===== config.mk =====
export PLATFORM = sky130hd
export DESIGN_NAME = assr_top
export DESIGN_NICKNAME = d
export VERILOG_FILES = /design/src/logic/assr_pkg.sv /design/src/logic/assr_fifo.sv /design/src/logic/assr_top.sv
export VERILOG_INCLUDE_DIRS = /design/src /design/src/logic
export SDC_FILE = /design/constraint.sdc
export NUM_CORES = 1
export LEC_CHECK = 0
export CORE_MARGIN = 2
export CORE_UTILIZATION = 30
export CTS_CLUSTER_SIZE = 14
export DETAILED_ROUTE_END_ITERATION = 12
export DONT_BUFFER_PORTS = 1
export PLACE_DENSITY = 0.55
export SLEW_MARGIN = 15
export SYNTH_ARGS = -nofsm -noshare
export SYNTH_HDL_FRONTEND = slang
export SYNTH_SLANG_ARGS = --single-unit

===== constraint.sdc =====
create_clock -name clk_sys_i -period 20.9 [get_ports clk_sys_i]
set_input_delay 2.09 -clock clk_sys_i [delete_from_list [all_inputs] [get_ports clk_sys_i]]
set_output_delay 2.09 -clock clk_sys_i [all_outputs]
set_load 0.01 [all_outputs]

===== src/logic/assr_cfg.svh =====
// constants for the accelerometer sample status and data registers
`ifndef ASSR_CFG_SVH
`define ASSR_CFG_SVH

// register offsets
`define ASSR_STATUS_OFS 8'h00
`define ASSR_X_HI_OFS 8'h01
`define ASSR_X_LO_OFS 8'h02
`define ASSR_Y_HI_OFS 8'h03
`define ASSR_Y_LO_OFS 8'h04
`define ASSR_Z_HI_OFS 8'h05
`define ASSR_Z_LO_OFS 8'h06

// reset values and field layout
`define ASSR_STATUS_RST 8'h00
`define ASSR_SMP_W 12
`define ASSR_HI_MSB 11
`define ASSR_HI_LSB 4
`define ASSR_LO_MSB 3

// sample fifo: {axes new, z, y, x}
`define ASSR_FIFO_W 39
`define ASSR_FIFO_D 16

// serial bus slave address, arbitrary value
`define ASSR_I2C_ADDR 7'h3c
`define ASSR_BYTE_BITS 4'h8
`define ASSR_LAST_BIT 4'h7

`endif


===== src/logic/assr_pkg.sv =====
// types shared by the sample status register block
package assr_pkg;
   typedef enum logic [3:0] {
      I_IDLE, I_ADDR, I_AACK, I_REG, I_REGACK,
      I_WDAT, I_WACK, I_RDAT, I_MACK
   } assr_i2c_st_t;

   typedef logic [2:0] assr_axes_t;
   typedef logic [11:0] assr_smp_t;
endpackage


===== src/logic/assr_fifo.sv =====
// parameterised valid/ready fifo for the sample stream
`timescale 1ns/10ps
module assr_fifo #(
   parameter int W = 39,
   parameter int D = 16
) (
   // clock and reset
   input wire logic clk_sys_i,
   input wire logic sys_rst_i,
   // fill side
   input wire logic in_valid_i,
   output logic in_ready_o,
   input wire logic [W-1:0] in_data_i,
   // drain side
   output logic out_valid_o,
   input wire logic out_ready_i,
   output logic [W-1:0] out_data_o
);
   localparam int AW = $clog2(D);

   typedef struct packed {
      logic [D-1:0][W-1:0] mem;
      logic [AW:0] wp;
      logic [AW:0] rp;
   } assr_fifo_st_t;

   assr_fifo_st_t s_q, s_d;
   logic full, empty;

   assign empty = (s_q.wp == s_q.rp);
   assign full = (s_q.wp[AW-1:0] == s_q.rp[AW-1:0]) &&
                 (s_q.wp[AW] != s_q.rp[AW]);
   assign in_ready_o = ~full;
   assign out_valid_o = ~empty;
   assign out_data_o = s_q.mem[s_q.rp[AW-1:0]];

   always_comb begin
      s_d = s_q;
      if (in_valid_i && !full) begin
         s_d.mem[s_q.wp[AW-1:0]] = in_data_i;
         s_d.wp = s_q.wp + 1'b1;
      end
      if (out_ready_i && !empty) begin
         s_d.rp = s_q.rp + 1'b1;
      end
   end

   always_ff @(posedge clk_sys_i or posedge sys_rst_i) begin
      if (sys_rst_i) begin
         s_q <= '0;
      end else begin
         s_q <= s_d;
      end
   end
endmodule // assr_fifo


===== src/logic/assr_top.sv =====
// sample status flags, axis data registers and their serial read port
`timescale 1ns/10ps
`include "assr_cfg.svh"

// Function
// - status register: overwrite and ready flags
// - combined overwrite sets on any overwrite
// - combined overwrite clears after enabled highs read
// - axis overwrite sets on unread replacement
// - axis overwrite clears on its high read
// - combined ready sets on any new sample for an enabled axis
// - combined ready clears after enabled highs read
// - axis ready sets on sample, clears on high
// - all status flags zero after reset
// - axis data is 12-bit two's complement
// - status and data auto-increment, seven bytes
// - fast read skips low bytes
// - low byte only right after high
// - high and low from same sample
// - standby to active clears data, flags
// - high bits 11..4, low bits 3..0 upper
// - stop discards auto-increment address
module assr_top (
   // clock and reset
   input wire logic clk_sys_i,
   input wire logic sys_rst_i,
   // serial bus, open drain data
   input wire logic scl_i,
   input wire logic sda_i,
   output logic sda_o,
   output logic sda_oe_o,
   // control bits held elsewhere
   input wire logic fast_read_i,
   input wire logic active_i,
   input wire assr_pkg::assr_axes_t axis_en_i,
   // sample stream
   input wire logic sample_valid_i,
   output logic sample_ready_o,
   input wire assr_pkg::assr_axes_t sample_axes_i,
   input wire assr_pkg::assr_smp_t x_sample_i,
   input wire assr_pkg::assr_smp_t y_sample_i,
   input wire assr_pkg::assr_smp_t z_sample_i
);
   import assr_pkg::*;

   typedef struct packed {
      assr_i2c_st_t st;
      logic scl_q;
      logic sda_q;
      logic [3:0] cnt;
      logic [7:0] sh;
      logic rw;
      logic nack;
      logic oe;
      logic [7:0] reg_addr;
      logic [1:0] hi_axis;
      logic [3:0] lo_hold;
      logic [2:0][11:0] smp;
      logic [2:0] rdy;
      logic [2:0] ow;
      logic all_rdy;
      logic all_ow;
      logic act_q;
   } assr_st_t;

   assr_st_t s_q, s_d;

   // ----------------------------------------------------------------
   // helpers
   // ----------------------------------------------------------------
   // auto-increment order; fast mode jumps over low bytes
   function automatic logic [7:0] next_addr(input logic [7:0] a,
                                            input logic fast);
      logic [7:0] r;
      r = a + 8'h01;
      case (a)
         `ASSR_X_HI_OFS: r = fast ? `ASSR_Y_HI_OFS : `ASSR_X_LO_OFS;
         `ASSR_Y_HI_OFS: r = fast ? `ASSR_Z_HI_OFS : `ASSR_Y_LO_OFS;
         `ASSR_Z_HI_OFS: r = fast ? `ASSR_STATUS_OFS : `ASSR_Z_LO_OFS;
         `ASSR_Z_LO_OFS: r = `ASSR_STATUS_OFS;
         default: r = a + 8'h01;
      endcase
      return r;
   endfunction

   function automatic logic is_high(input logic [7:0] a);
      return (a == `ASSR_X_HI_OFS) || (a == `ASSR_Y_HI_OFS) ||
             (a == `ASSR_Z_HI_OFS);
   endfunction

   // ----------------------------------------------------------------
   // sample fifo
   // ----------------------------------------------------------------
   logic f_valid, pop, fetch;
   logic [`ASSR_FIFO_W-1:0] f_data;

   assr_fifo #(
      .W(`ASSR_FIFO_W),
      .D(`ASSR_FIFO_D)
   ) u_fifo (
      .clk_sys_i(clk_sys_i),
      .sys_rst_i(sys_rst_i),
      .in_valid_i(sample_valid_i),
      .in_ready_o(sample_ready_o),
      .in_data_i({sample_axes_i, z_sample_i, y_sample_i, x_sample_i}),
      .out_valid_o(f_valid),
      .out_ready_i(pop),
      .out_data_o(f_data)
   );

   // ----------------------------------------------------------------
   // next state
   // ----------------------------------------------------------------
   logic rise, fall, start, stop;
   logic [7:0] rd_byte;

   assign rise = ~s_q.scl_q & scl_i;
   assign fall = s_q.scl_q & ~scl_i;
   assign start = s_q.scl_q & scl_i & s_q.sda_q & ~sda_i;
   assign stop = s_q.scl_q & scl_i & ~s_q.sda_q & sda_i;
   // the drain stalls on a read fetch so a read's flag clear and a sample's flag set never mix
   assign pop = f_valid & ~fetch;

   always_comb begin
      s_d = s_q;
      s_d.scl_q = scl_i;
      s_d.sda_q = sda_i;
      fetch = 1'b0;
      rd_byte = 8'h00;
      // register read mux
      case (s_q.reg_addr)
         `ASSR_STATUS_OFS: rd_byte = {s_q.all_ow, s_q.ow,
                                      s_q.all_rdy, s_q.rdy};
         `ASSR_X_HI_OFS: rd_byte = s_q.smp[0][11:4];
         `ASSR_Y_HI_OFS: rd_byte = s_q.smp[1][11:4];
         `ASSR_Z_HI_OFS: rd_byte = s_q.smp[2][11:4];
         `ASSR_X_LO_OFS: rd_byte = (s_q.hi_axis == 2'h0) ?
                                   {s_q.lo_hold, 4'h0} : 8'h00;
         `ASSR_Y_LO_OFS: rd_byte = (s_q.hi_axis == 2'h1) ?
                                   {s_q.lo_hold, 4'h0} : 8'h00;
         `ASSR_Z_LO_OFS: rd_byte = (s_q.hi_axis == 2'h2) ?
                                   {s_q.lo_hold, 4'h0} : 8'h00;
         default: rd_byte = 8'h00;
      endcase

      // serial bus slave
      if (stop) begin
         s_d.st = I_IDLE;
         s_d.oe = 1'b0;
         s_d.reg_addr = `ASSR_STATUS_OFS;
      end else if (start) begin
         s_d.st = I_ADDR;
         s_d.cnt = 4'h0;
         s_d.oe = 1'b0;
      end else if (rise) begin
         case (s_q.st)
            I_ADDR, I_REG, I_WDAT: begin
               s_d.sh = {s_q.sh[6:0], sda_i};
               s_d.cnt = s_q.cnt + 4'h1;
            end
            I_MACK: s_d.nack = sda_i;
            default: s_d.st = s_q.st;
         endcase
      end else if (fall) begin
         case (s_q.st)
            I_ADDR: begin
               if (s_q.cnt == `ASSR_BYTE_BITS) begin
                  if (s_q.sh[7:1] == `ASSR_I2C_ADDR) begin
                     s_d.st = I_AACK;
                     s_d.rw = s_q.sh[0];
                     s_d.oe = 1'b1;
                  end else begin
                     s_d.st = I_IDLE;
                  end
               end
            end
            I_AACK: begin
               s_d.cnt = 4'h0;
               if (s_q.rw) begin
                  fetch = 1'b1;
               end else begin
                  s_d.st = I_REG;
                  s_d.oe = 1'b0;
               end
            end
            I_REG: begin
               if (s_q.cnt == `ASSR_BYTE_BITS) begin
                  s_d.reg_addr = s_q.sh;
                  s_d.st = I_REGACK;
                  s_d.oe = 1'b1;
               end
            end
            I_WDAT: begin
               // data bytes are acknowledged and dropped
               if (s_q.cnt == `ASSR_BYTE_BITS) begin
                  s_d.st = I_WACK;
                  s_d.oe = 1'b1;
               end
            end
            I_REGACK, I_WACK: begin
               s_d.st = I_WDAT;
               s_d.cnt = 4'h0;
               s_d.oe = 1'b0;
            end
            I_RDAT: begin
               if (s_q.cnt == `ASSR_LAST_BIT) begin
                  s_d.st = I_MACK;
                  s_d.oe = 1'b0;
               end else begin
                  s_d.cnt = s_q.cnt + 4'h1;
                  s_d.sh = {s_q.sh[6:0], 1'b0};
                  s_d.oe = ~s_q.sh[6];
               end
            end
            I_MACK: begin
               s_d.cnt = 4'h0;
               if (s_q.nack) begin
                  s_d.st = I_IDLE;
               end else begin
                  fetch = 1'b1;
               end
            end
            default: s_d.st = s_q.st;
         endcase
      end

      // a read access: load byte, side effects, advance address
      if (fetch) begin
         s_d.st = I_RDAT;
         s_d.sh = rd_byte;
         s_d.oe = ~rd_byte[7];
         s_d.reg_addr = next_addr(s_q.reg_addr, fast_read_i);
         s_d.hi_axis = 2'h3;
         case (s_q.reg_addr)
            `ASSR_X_HI_OFS: begin
               s_d.hi_axis = 2'h0;
               s_d.lo_hold = s_q.smp[0][3:0];
               s_d.rdy[0] = 1'b0;
               s_d.ow[0] = 1'b0;
            end
            `ASSR_Y_HI_OFS: begin
               s_d.hi_axis = 2'h1;
               s_d.lo_hold = s_q.smp[1][3:0];
               s_d.rdy[1] = 1'b0;
               s_d.ow[1] = 1'b0;
            end
            `ASSR_Z_HI_OFS: begin
               s_d.hi_axis = 2'h2;
               s_d.lo_hold = s_q.smp[2][3:0];
               s_d.rdy[2] = 1'b0;
               s_d.ow[2] = 1'b0;
            end
            default: s_d.hi_axis = 2'h3;
         endcase
         if (is_high(s_q.reg_addr) && ((s_d.rdy & axis_en_i) == 3'h0)) begin
            s_d.all_rdy = 1'b0;
            s_d.all_ow = 1'b0;
         end
      end

      // standby to active wipes flags and data
      s_d.act_q = active_i;
      if (active_i && !s_q.act_q) begin
         s_d.smp = '0;
         s_d.rdy = 3'h0;
         s_d.ow = 3'h0;
         s_d.all_rdy = 1'b0;
         s_d.all_ow = 1'b0;
         s_d.lo_hold = 4'h0;
      end

      // new samples come last so a set beats a same-cycle clear
      if (pop) begin
         for (int i = 0; i < 3; i++) begin
            if (f_data[36+i] && axis_en_i[i]) begin
               if (s_d.rdy[i]) begin
                  s_d.ow[i] = 1'b1;
                  s_d.all_ow = 1'b1;
               end
               s_d.rdy[i] = 1'b1;
               s_d.all_rdy = 1'b1;
               s_d.smp[i] = f_data[i*12 +: 12];
            end
         end
      end
   end

   always_ff @(posedge clk_sys_i or posedge sys_rst_i) begin
      if (sys_rst_i) begin
         s_q <= '0;
         s_q.st <= I_IDLE;
         s_q.scl_q <= 1'b1;
         s_q.sda_q <= 1'b1;
         s_q.hi_axis <= 2'h3;
      end else begin
         s_q <= s_d;
      end
   end

   // open drain: only ever pull low
   assign sda_o = 1'b0;
   assign sda_oe_o = s_q.oe;

   logic [7:0] status_v;
   assign status_v = {s_q.all_ow, s_q.ow, s_q.all_rdy, s_q.rdy};
endmodule // assr_top


Yosys cells after proc, flatten, opt, wreduce, memory -nomap -nowiden
Index checks and enable logic that the tools add are counted.

Register bits: 714. Logic and storage cells: 238.

$add $sub $neg: 4. $lt $le $gt $ge: 3. Eq/ne operators: 38. Mux-type cells: 95. Bitwise gates (word level): 21. Reduce and logical (&&, ||, !) cells: 40.

Operator list (number): bitwise mux 624 bit (1); binary-select mux 39 bit (select 4 bit) (1); demux 39 bit (select 4 bit) (1); 2-to-1 mux 39 bit (2); 2-to-1 mux 12 bit (6); 2-to-1 mux 8 bit (8); case mux 8 bit (7 select lines) (1); 2-to-1 mux 4 bit (12); 2-to-1 mux 48 bit (1); 2-to-1 mux 44 bit (1); 2-to-1 mux 1 bit (40); 2-to-1 mux 9 bit (4); inequality test 5 bit, second input constant (7); case mux 8 bit (4 select lines) (1); case mux 4 bit (7 select lines) (1); equality test 8 x 3 -> 1 bit, second input constant (3); equality test 4 x 3 -> 1 bit, second input constant (5); 2-to-1 mux 10 bit (2); nonzero test 3 bit (6); equality test 8 x 2 -> 1 bit, second input constant (2); 2-to-1 mux 15 bit (1); 2-to-1 mux 13 bit (1); inverter 1 bit (12); case mux 4 bit (3 select lines) (1); other kinds (49) (81).

Logic depth before layout (Yosys ltp)
Gate-level depths: netlist of run 1.

Word-level depth: 20. Depth in mapped cells: 10. Depth with buffers taken out: 8.

Modules after synthesis
A second synthesis of run 1 with hierarchy kept.

Cells, all modules: 2370. Area, all modules: 33953.8 um^2.

By module, submodules not included: assr_fifo (times used 1, cells each 1855, area an instance 29221.8 um^2, sequential area each 15865.2 um^2); assr_top (times used 1, cells each 515, area an instance 4732.0 um^2, sequential area each 2006.9 um^2).

Worst setup path before layout of run 1
OpenSTA, ideal clock, no wires.

Kind: in2reg. Start: input scl_i. End: register s_q[2] (netlist name). Library setup time: 126 ps. Data arrival time: 3941 ps. Data required time: 20774 ps. Setup slack: 16832 ps. Cell stages on the path: 6. Path through: ha_1 > or4b_4 > a21oi_4 > nand4_4 > or3_1 > a311o_1.

RTL lines: start, declared (line assr_top.sv:28) `input wire logic scl_i,`; end, declared (line assr_top.sv:66) `assr_st_t s_q, s_d;`.

Final worst setup path of run 1
Start: register u_fifo.s_q[1] (netlist name). End: output sample_ready_o.

Cells in the longest elaborated chain, start to end: 3.

Ends and longest elaborated chain: start, declared (line assr_fifo.sv:27) `assr_fifo_st_t s_q, s_d;`; start signal, assigned (line assr_fifo.sv:50) `s_q <= '0;`; start signal, assigned (line assr_fifo.sv:52) `s_q <= s_d;`; equality test 4 bit (line assr_fifo.sv:31) `assign full = (s_q.wp[AW-1:0] == s_q.rp[AW-1:0]) &&`; logical AND 1 bit (line assr_fifo.sv:31); inverter 1 bit (line assr_fifo.sv:33) `assign in_ready_o = ~full;`; end, declared (line assr_top.sv:38) `output logic sample_ready_o,`.

Every way passes these cells.

==> results of run 1 <==
-- synthesized netlist by cell type (all sizes together), types with 3 or more instances --
cell type / number / area share [%]
mux2: 641 / 22
o31ai: 3 / 0.068
a211oi: 5 / 0.11
nand3: 46 / 0.69
buf: 121 / 2.3
dfstp: 4 / 0.32
nand4b: 3 / 0.079
xor2: 6 / 0.16
nor3: 13 / 0.20
a21o: 7 / 0.16
mux2i: 9 / 0.27
a31oi: 4 / 0.075
nor4: 6 / 0.25
mux4: 188 / 13
o311ai: 3 / 0.10
nor2b: 5 / 0.094
and2: 8 / 0.15
clkbuf: 66 / 0.74
nand3b: 4 / 0.090
ha: 15 / 0.56
nor3b: 4 / 0.090
a211o: 3 / 0.083
a22oi: 16 / 0.36
xnor2: 8 / 0.21
inv: 37 / 0.42
nand4: 10 / 0.23
o22ai: 5 / 0.094
o211ai: 4 / 0.090
o21ai: 69 / 1.1
a2111oi: 3 / 0.083
nand2: 81 / 0.91
nand2b: 10 / 0.19
and3: 7 / 0.13
and3b: 3 / 0.079
dfrtp: 710 / 53
a22o: 3 / 0.079
nor2: 43 / 0.48
a21oi: 30 / 0.50
-- sequential cells by signal, indices dropped and copies added, names as in the netlist --
register,cells
u_fifo.s_q,634
sda_oe_o,1
s_q,79
-- kinds of logic after synthesis --
family / Yosys count / share of synthesized area, %
buffers and inverters: 224 / 3.42
other: 1 / 0.0113
AND/OR/NAND/NOR: 251 / 3.88
AO/OA/AOI/OAI: 173 / 3.39
adder cells (fa/ha/maj): 15 / 0.564
multiplexers: 838 / 34.7
flip-flops: 714 / 53.7
XOR/XNOR: 14 / 0.368
-- report_power, final --
| part | leakage [nW] | total (mW) | switching (mW) | internal [mW] |
|---|---|---|---|---|
| Combinational | 5.48 | 2.20 | 0.953 | 1.25 |
| Clock | 1.38 | 1.48 | 0.579 | 0.903 |
| Sequential | 8.85 | 2.41 | 0.391 | 2.02 |
| Total | 15.7 | 6.09 | 1.92 | 4.17 |
-- cell type report --
class / count / area [um^2] / area share (%)
timing repair buffer: 23 / 223 / 0.596
clock inverter: 32 / 445 / 1.19
tap: 1488 / 1860 / 4.98
clock buffer: 114 / 2360 / 6.33
sequential: 714 / 17900 / 47.9
multi-input combinational: 1292 / 14400 / 38.6
inverter: 37 / 143 / 0.382
-- path summary, 6_finish.rpt --
| kind | slack (ns) | to | cells after the start | startpoint |
|---|---|---|---|---|
| min in group asynchronous | 1.36 | s_q[71]$_DFFE_PP0P_ | 1 | sys_rst_i |
| worst min register to register | 0.48 | s_q[49]$_DFFE_PP1N_ | 2 | s_q[49]$_DFFE_PP1N_ |
| worst min-delay path | 0.48 | s_q[49]$_DFFE_PP1N_ | 2 | s_q[49]$_DFFE_PP1N_ |
| worst max-delay path | 16.43 | sample_ready_o | 3 | u_fifo.s_q[1]$_DFFE_PP0P_ |
| max in group asynchronous | 17.28 | s_q[13]$_DFF_PP0_ | 3 | sys_rst_i |
| worst max register to register | 16.93 | s_q[1]$_DFF_PP0_ | 8 | u_fifo.s_q[0]$_DFFE_PP0P_ |
-- worst max-delay path, cell delays in order (launching register included) --
cell and delay (ns):
dfrtp_4 0.95, xor2_1 0.21, nor4_4 0.36, nand2b_1 0.24
-- cells in the final DEF, fill, tap and decap left out, drive strengths merged, types with 6 or more instances in the layout --
master	Yosys	routed
mux4	188	188
dfrtp	710	710
ha	15	15
a21o	7	7
mux2i	9	9
nand3	46	46
o21ai	69	69
nand2b	10	10
nor2	43	43
xnor2	8	8
and2	8	8
bufinv	0	9
inv	37	39
clkinv	0	17
and3	7	7
a22oi	16	16
nand2	81	81
mux2	641	641
clkbuf	66	114
nor4	6	6
a21oi	30	30
nor3	13	13
nand4	10	10
buf	121	23
xor2	6	6
-- per-layer routing --
metal,global-route usage [%],up-vias,routed length (um)
met5,0,-,0
met4,4.43,0,1860
met3,2.90,122,4310
met2,25.2,400,41700
met1,20.4,10408,37600
li1,-,8098,-
==> results.py, run 1 <==
metrics = {
    "clock_network": {
        "htreeDepth": 3,
        "cts_setup_buffers": 0,
        "cts_max_path_buffers": 3,
        "cts.sinks": 714,
        "path_clk_slew_ns": 0.06,
        "clock_latency_ns": 0.63,
        "numCtsBuffers": 82,
        "hold_buffers": 0,
        "cts_root_buf": "clkbuf_16",
        "cts_tree": "yes",
        "ctsResizeCount": 0,
    },
    "floorplanning": {
        "die_area_um2": 114000,
        "die_w_um": 337,
        "start_util_pct": 30.2,
        "io_pins": 52,
        "num_rows": 122,
        "dieHeight_um": 337,
        "core_area_um2": 110000,
    },
    "synth": {
        "synth_warnings": 0,
        "synth-edff-count": 0,
        "syn_inst": 2230,
        "ys_seq_area_share_pct": 53.7,
        "synth_seq_cells": 714,
        "async_reset_ff_share_pct": 100,
        "syn-cell-area_um2": 33300,
        "synth_ff_type": "dfrtp_1",
        "postSynthAreaPerCell_um2": 14.9,
        "syn_nets": 2294,
        "ys_types": 73,
    },
    "min_path": {
        "hold_class": "reg -> reg",
    },
    "power_and_ir_drop": {
        "vdd_drop_max_mv": 0.109,
        "p_leak_nw": 15.7,
        "power_per_cell_area_nw_per_um2": 163,
        "power_mw": 6.09,
    },
    "route": {
        "drt_iter0_drc": 1336,
        "finalWirelength_um": 85500,
        "vias_per_cell": 5.14,
        "wl_per_cell_um": 23.1,
        "postRouteAntennaNets": 0,
        "remaining_drc_errors": 0,
        "drtPass1Iterations": 7,
        "vias": 19028,
    },
    "placed_design": {
        "numPortBuffers": 0,
        "placed_area_um2": 34500,
        "dp.cells": 3554,
        "dp_worst_setup_slack_ns": 16.13,
        "place_congestion": 0.830,
        "place_hpwl_um": 47100,
    },
    "timing": {
        "fin_hold_ws_ns": 0.475,
        "fin_crit_sh_pct": 21.4,
        "post-route-min-period_ns": 4.47,
        "hold_viol": 0,
        "max_freq_mhz": 224,
        "tightestPinTransition_ns": 1.11,
        "tns_ns": 0,
        "fin_skew_ns": 0.0219,
        "layout_setup_ws_ns": 16.43,
        "slew_headroom_pct": 26.2,
        "rsz0062_at_grt": "false",
        "setup_viol": 0,
        "drv_slew": 0,
    },
    "critical_path": {
        "critPathRequiredTime_ns": 18.81,
        "critPathMaxFanout": 47,
        "startpoint_type": "flop",
        "cp.arrival_ns": 2.38,
        "path_class": "reg -> out",
        "critPathCaptureType": "output port",
    },
    "final_layout": {
        "drive_gt1_share_pct": 46.1,
        "finish.utilization_pct": 33.8,
        "n_fill_cell": 10534,
        "antenna_cells": 0,
        "final_cells": 3700,
        "stdcell_area_um2": 37400,
        "layout.nets": 2214,
        "syn_to_final_growth_pct": 12.2,
    },
    "run": {
        "drv_cap": 0,
    },
    "outcome": {
        "status": "complete, no violations",
    },
    "grt": {
        "grt_pass1_vias": 20396,
        "grt.total_usage_pct": 15.3,
        "antenna_found_initial": 0,
        "grt_max_degree": 195,
        "grt_pass1_wl_um": 132000,
        "overflow": 0,
    },
}
(Power assumes the default switching activity.)
==> inputs of run 2 (changes only) <==
Clock period 20.9 ns to 4.1 ns, I/O delays scaled along.
==> run 2 against run 1 <==
Compared with the run above: cell area is 1.9% higher; sequential cell count unchanged; critical endpoint is now u_fifo.s_q[352]$_DFFE_PP0P_; routed wire length decreased by 0.78%; cell count increased by 1.9%; largest power group unchanged; total power rose to 5.1 times the previous value; critical path depth is 5 higher; clock skew fell by 0.00087 ns; via count rose by 0.99%; core utilization up 0.66 points; die area did not move; global-route usage about the same.
==> results.py, run 2 (synthesized netlist as in run 1, its figures left out) <==
metrics = {
    "critical_path": {
        "max_stage_delay_ns": 0.76,
        "path_class": "reg -> reg",
        "cp_top_family": "simple AND/OR/NAND/NOR gates",
        "crit_cells": 8,
        "critPathMaxFanout": 29,
        "setup.worst_path.start": "u_fifo.s_q[2]$_DFFE_PP0P_",
        "critPathRequiredTime_ns": 4.61,
        "r2r-start": "u_fifo.s_q[2]$_DFFE_PP0P_",
        "cp_num_buf_inv": 2,
        "crit_chain": "xor2_1, nor4_4, nand2b_1, and2_1, buf_4, nand3_4, buf_12, mux2_1",
        "r2r_cells": 8,
        "cp.arrival_ns": 3.70,
        "crit_path_top_delay_cell": "dfrtp_4",
        "critPathCaptureType": "flop",
        "startpoint_type": "flop",
    },
    "placed_design": {
        "place_hpwl_um": 51800,
        "place_congestion": 0.821,
        "dp_worst_setup_slack_ns": 0.843,
        "numPortBuffers": 0,
        "placed_area_um2": 35000,
    },
    "timing": {
        "fin_crit_sh_pct": 77.9,
        "slew_headroom_pct": 36.2,
        "layout_setup_ws_ns": 0.908,
        "drv_slew": 0,
        "hold_viol": 0,
        "fin_skew_ns": 0.0210,
        "max_freq_mhz": 313,
        "tightestPinTransition_ns": 0.957,
        "post-route-min-period_ns": 3.19,
        "setup_viol": 0,
        "fin_hold_ws_ns": 0.0931,
        "rsz0062_at_grt": "false",
    },
    "floorplanning": {
        "core_area_um2": 110000,
        "num_rows": 122,
        "die_area_um2": 114000,
        "dieHeight_um": 337,
        "io_pins": 52,
        "start_util_pct": 30.2,
        "die_w_um": 337,
    },
    "outcome": {
        "status": "complete, no violations",
    },
    "clock_network": {
        "cts_max_path_buffers": 3,
        "htreeDepth": 3,
        "cts_setup_buffers": 0,
        "cts_tree": "yes",
        "hold_buffers": 44,
        "cts.sinks": 714,
        "ctsResizeCount": 0,
        "path_clk_slew_ns": 0.06,
        "cts_root_buf": "clkbuf_16",
        "clock_latency_ns": 0.64,
        "numCtsBuffers": 79,
    },
    "power_and_ir_drop": {
        "power_per_cell_area_nw_per_um2": 808,
        "vdd_drop_max_mv": 0.396,
        "p_leak_nw": 16.1,
    },
    "final_layout": {
        "layout.nets": 2283,
        "largest_reg_flops": 634,
        "multi_input_area_um2": 14400,
        "finish.utilization_pct": 34.5,
        "final_cell_mix": "706 x dfrtp_1, 638 x mux2_2, 188 x mux4_2",
        "regMostFlops": "u_fifo.s_q",
        "syn_to_final_growth_pct": 14.4,
        "drive_gt1_share_pct": 45.6,
        "n_fill_cell": 10494,
        "final_common_cell": "dfrtp_1",
        "stdcell_area_um2": 38100,
        "regArea_um2": 17900,
    },
    "route": {
        "remaining_drc_errors": 0,
        "postRouteAntennaNets": 0,
        "drt_iter0_drc": 1239,
        "finalWirelength_um": 84800,
        "vias_per_cell": 5.10,
        "vias": 19216,
        "wl_per_cell_um": 22.5,
        "drtPass1Iterations": 5,
    },
    "grt": {
        "grt_max_degree": 152,
        "antenna_found_initial": 10,
        "grt.total_usage_pct": 15.3,
        "grt_pass1_wl_um": 133000,
        "overflow": 0,
        "grt_pass1_vias": 20679,
    },
    "min_path": {
        "min_path_cells": 3,
        "min_from": "sda_i",
        "hold_class": "in -> reg",
    },
    "run": {
        "drv_cap": 0,
    },
}
-- run 2: changes by cell type in the layout (fill, tap and decap cells not counted), moves of 2 or more --
cell / delta
dlygate4sd3_1: +44
bufinv_16: -5
clkbuf_1: +3
clkbuf_16: -3
inv_6: -2
inv_16: +2
buf_12: +21
buf_4: +7
clkinv_2: +2
clkbuf_8: +2
-- run 2: worst min-delay path, stage by stage --
cell	delay, ns
or2_2	0.08
a21oi_1	0.06
a21oi_1	0.12
-- run 2: path summary, 6_finish.rpt --
check                                                    to  slack [ns]
worst max register to register  u_fifo.s_q[352]$_DFFE_PP0P_        0.91
worst min-delay path                    s_q[60]$_DFFE_PP0P_        0.09
max in group asynchronous       u_fifo.s_q[400]$_DFFE_PP0P_        2.32
worst min register to register          s_q[49]$_DFFE_PP1N_        0.48
min in group asynchronous               s_q[71]$_DFFE_PP0P_        0.42
worst max-delay path            u_fifo.s_q[352]$_DFFE_PP0P_        0.91
-- run 2: per-layer routing --
metal  vias up  part of all wire (%)  global-route usage [%]
li1       8245                     -                       -
met1     10369                    44                    20.9
met2       446                    49                    25.0
met3       138                   4.7                    2.63
met4        18                   2.3                    4.59
met5         -                  0.14                       0
-- run 2: area by class of cell --
type                    count  share of cell area, %
diodes                      1                0.00657
clock buffers             116                   6.11
clock inverters            26                  0.775
inverters                  37                  0.375
multi-input cells        1292                   37.9
flip-flops and latches    714                   47.0
well taps                1488                   4.89
repair buffers             95                   2.98
-- run 2: report_power, final --
group	leakage (nW)	switching, mW	total [mW]	internal [mW]
Combinational	5.91	4.93	11.4	6.47
Clock	1.30	2.91	7.12	4.21
Sequential	8.85	1.94	12.2	10.3
Total	16.1	9.78	30.8	21.0
-- run 2: stage by stage --
stage | total power [mW] | std cells | setup TNS [ns]
finish | 30.8 | 3769 | 0
global route | 32.6 | 3768 | 0
CTS | 31.1 | 3768 | 0
detailed placement | 23.8 | 3582 | 0
global placement | 23.2 | 3582 | 0
floorplan | 20.6 | 2230 | -4333.27
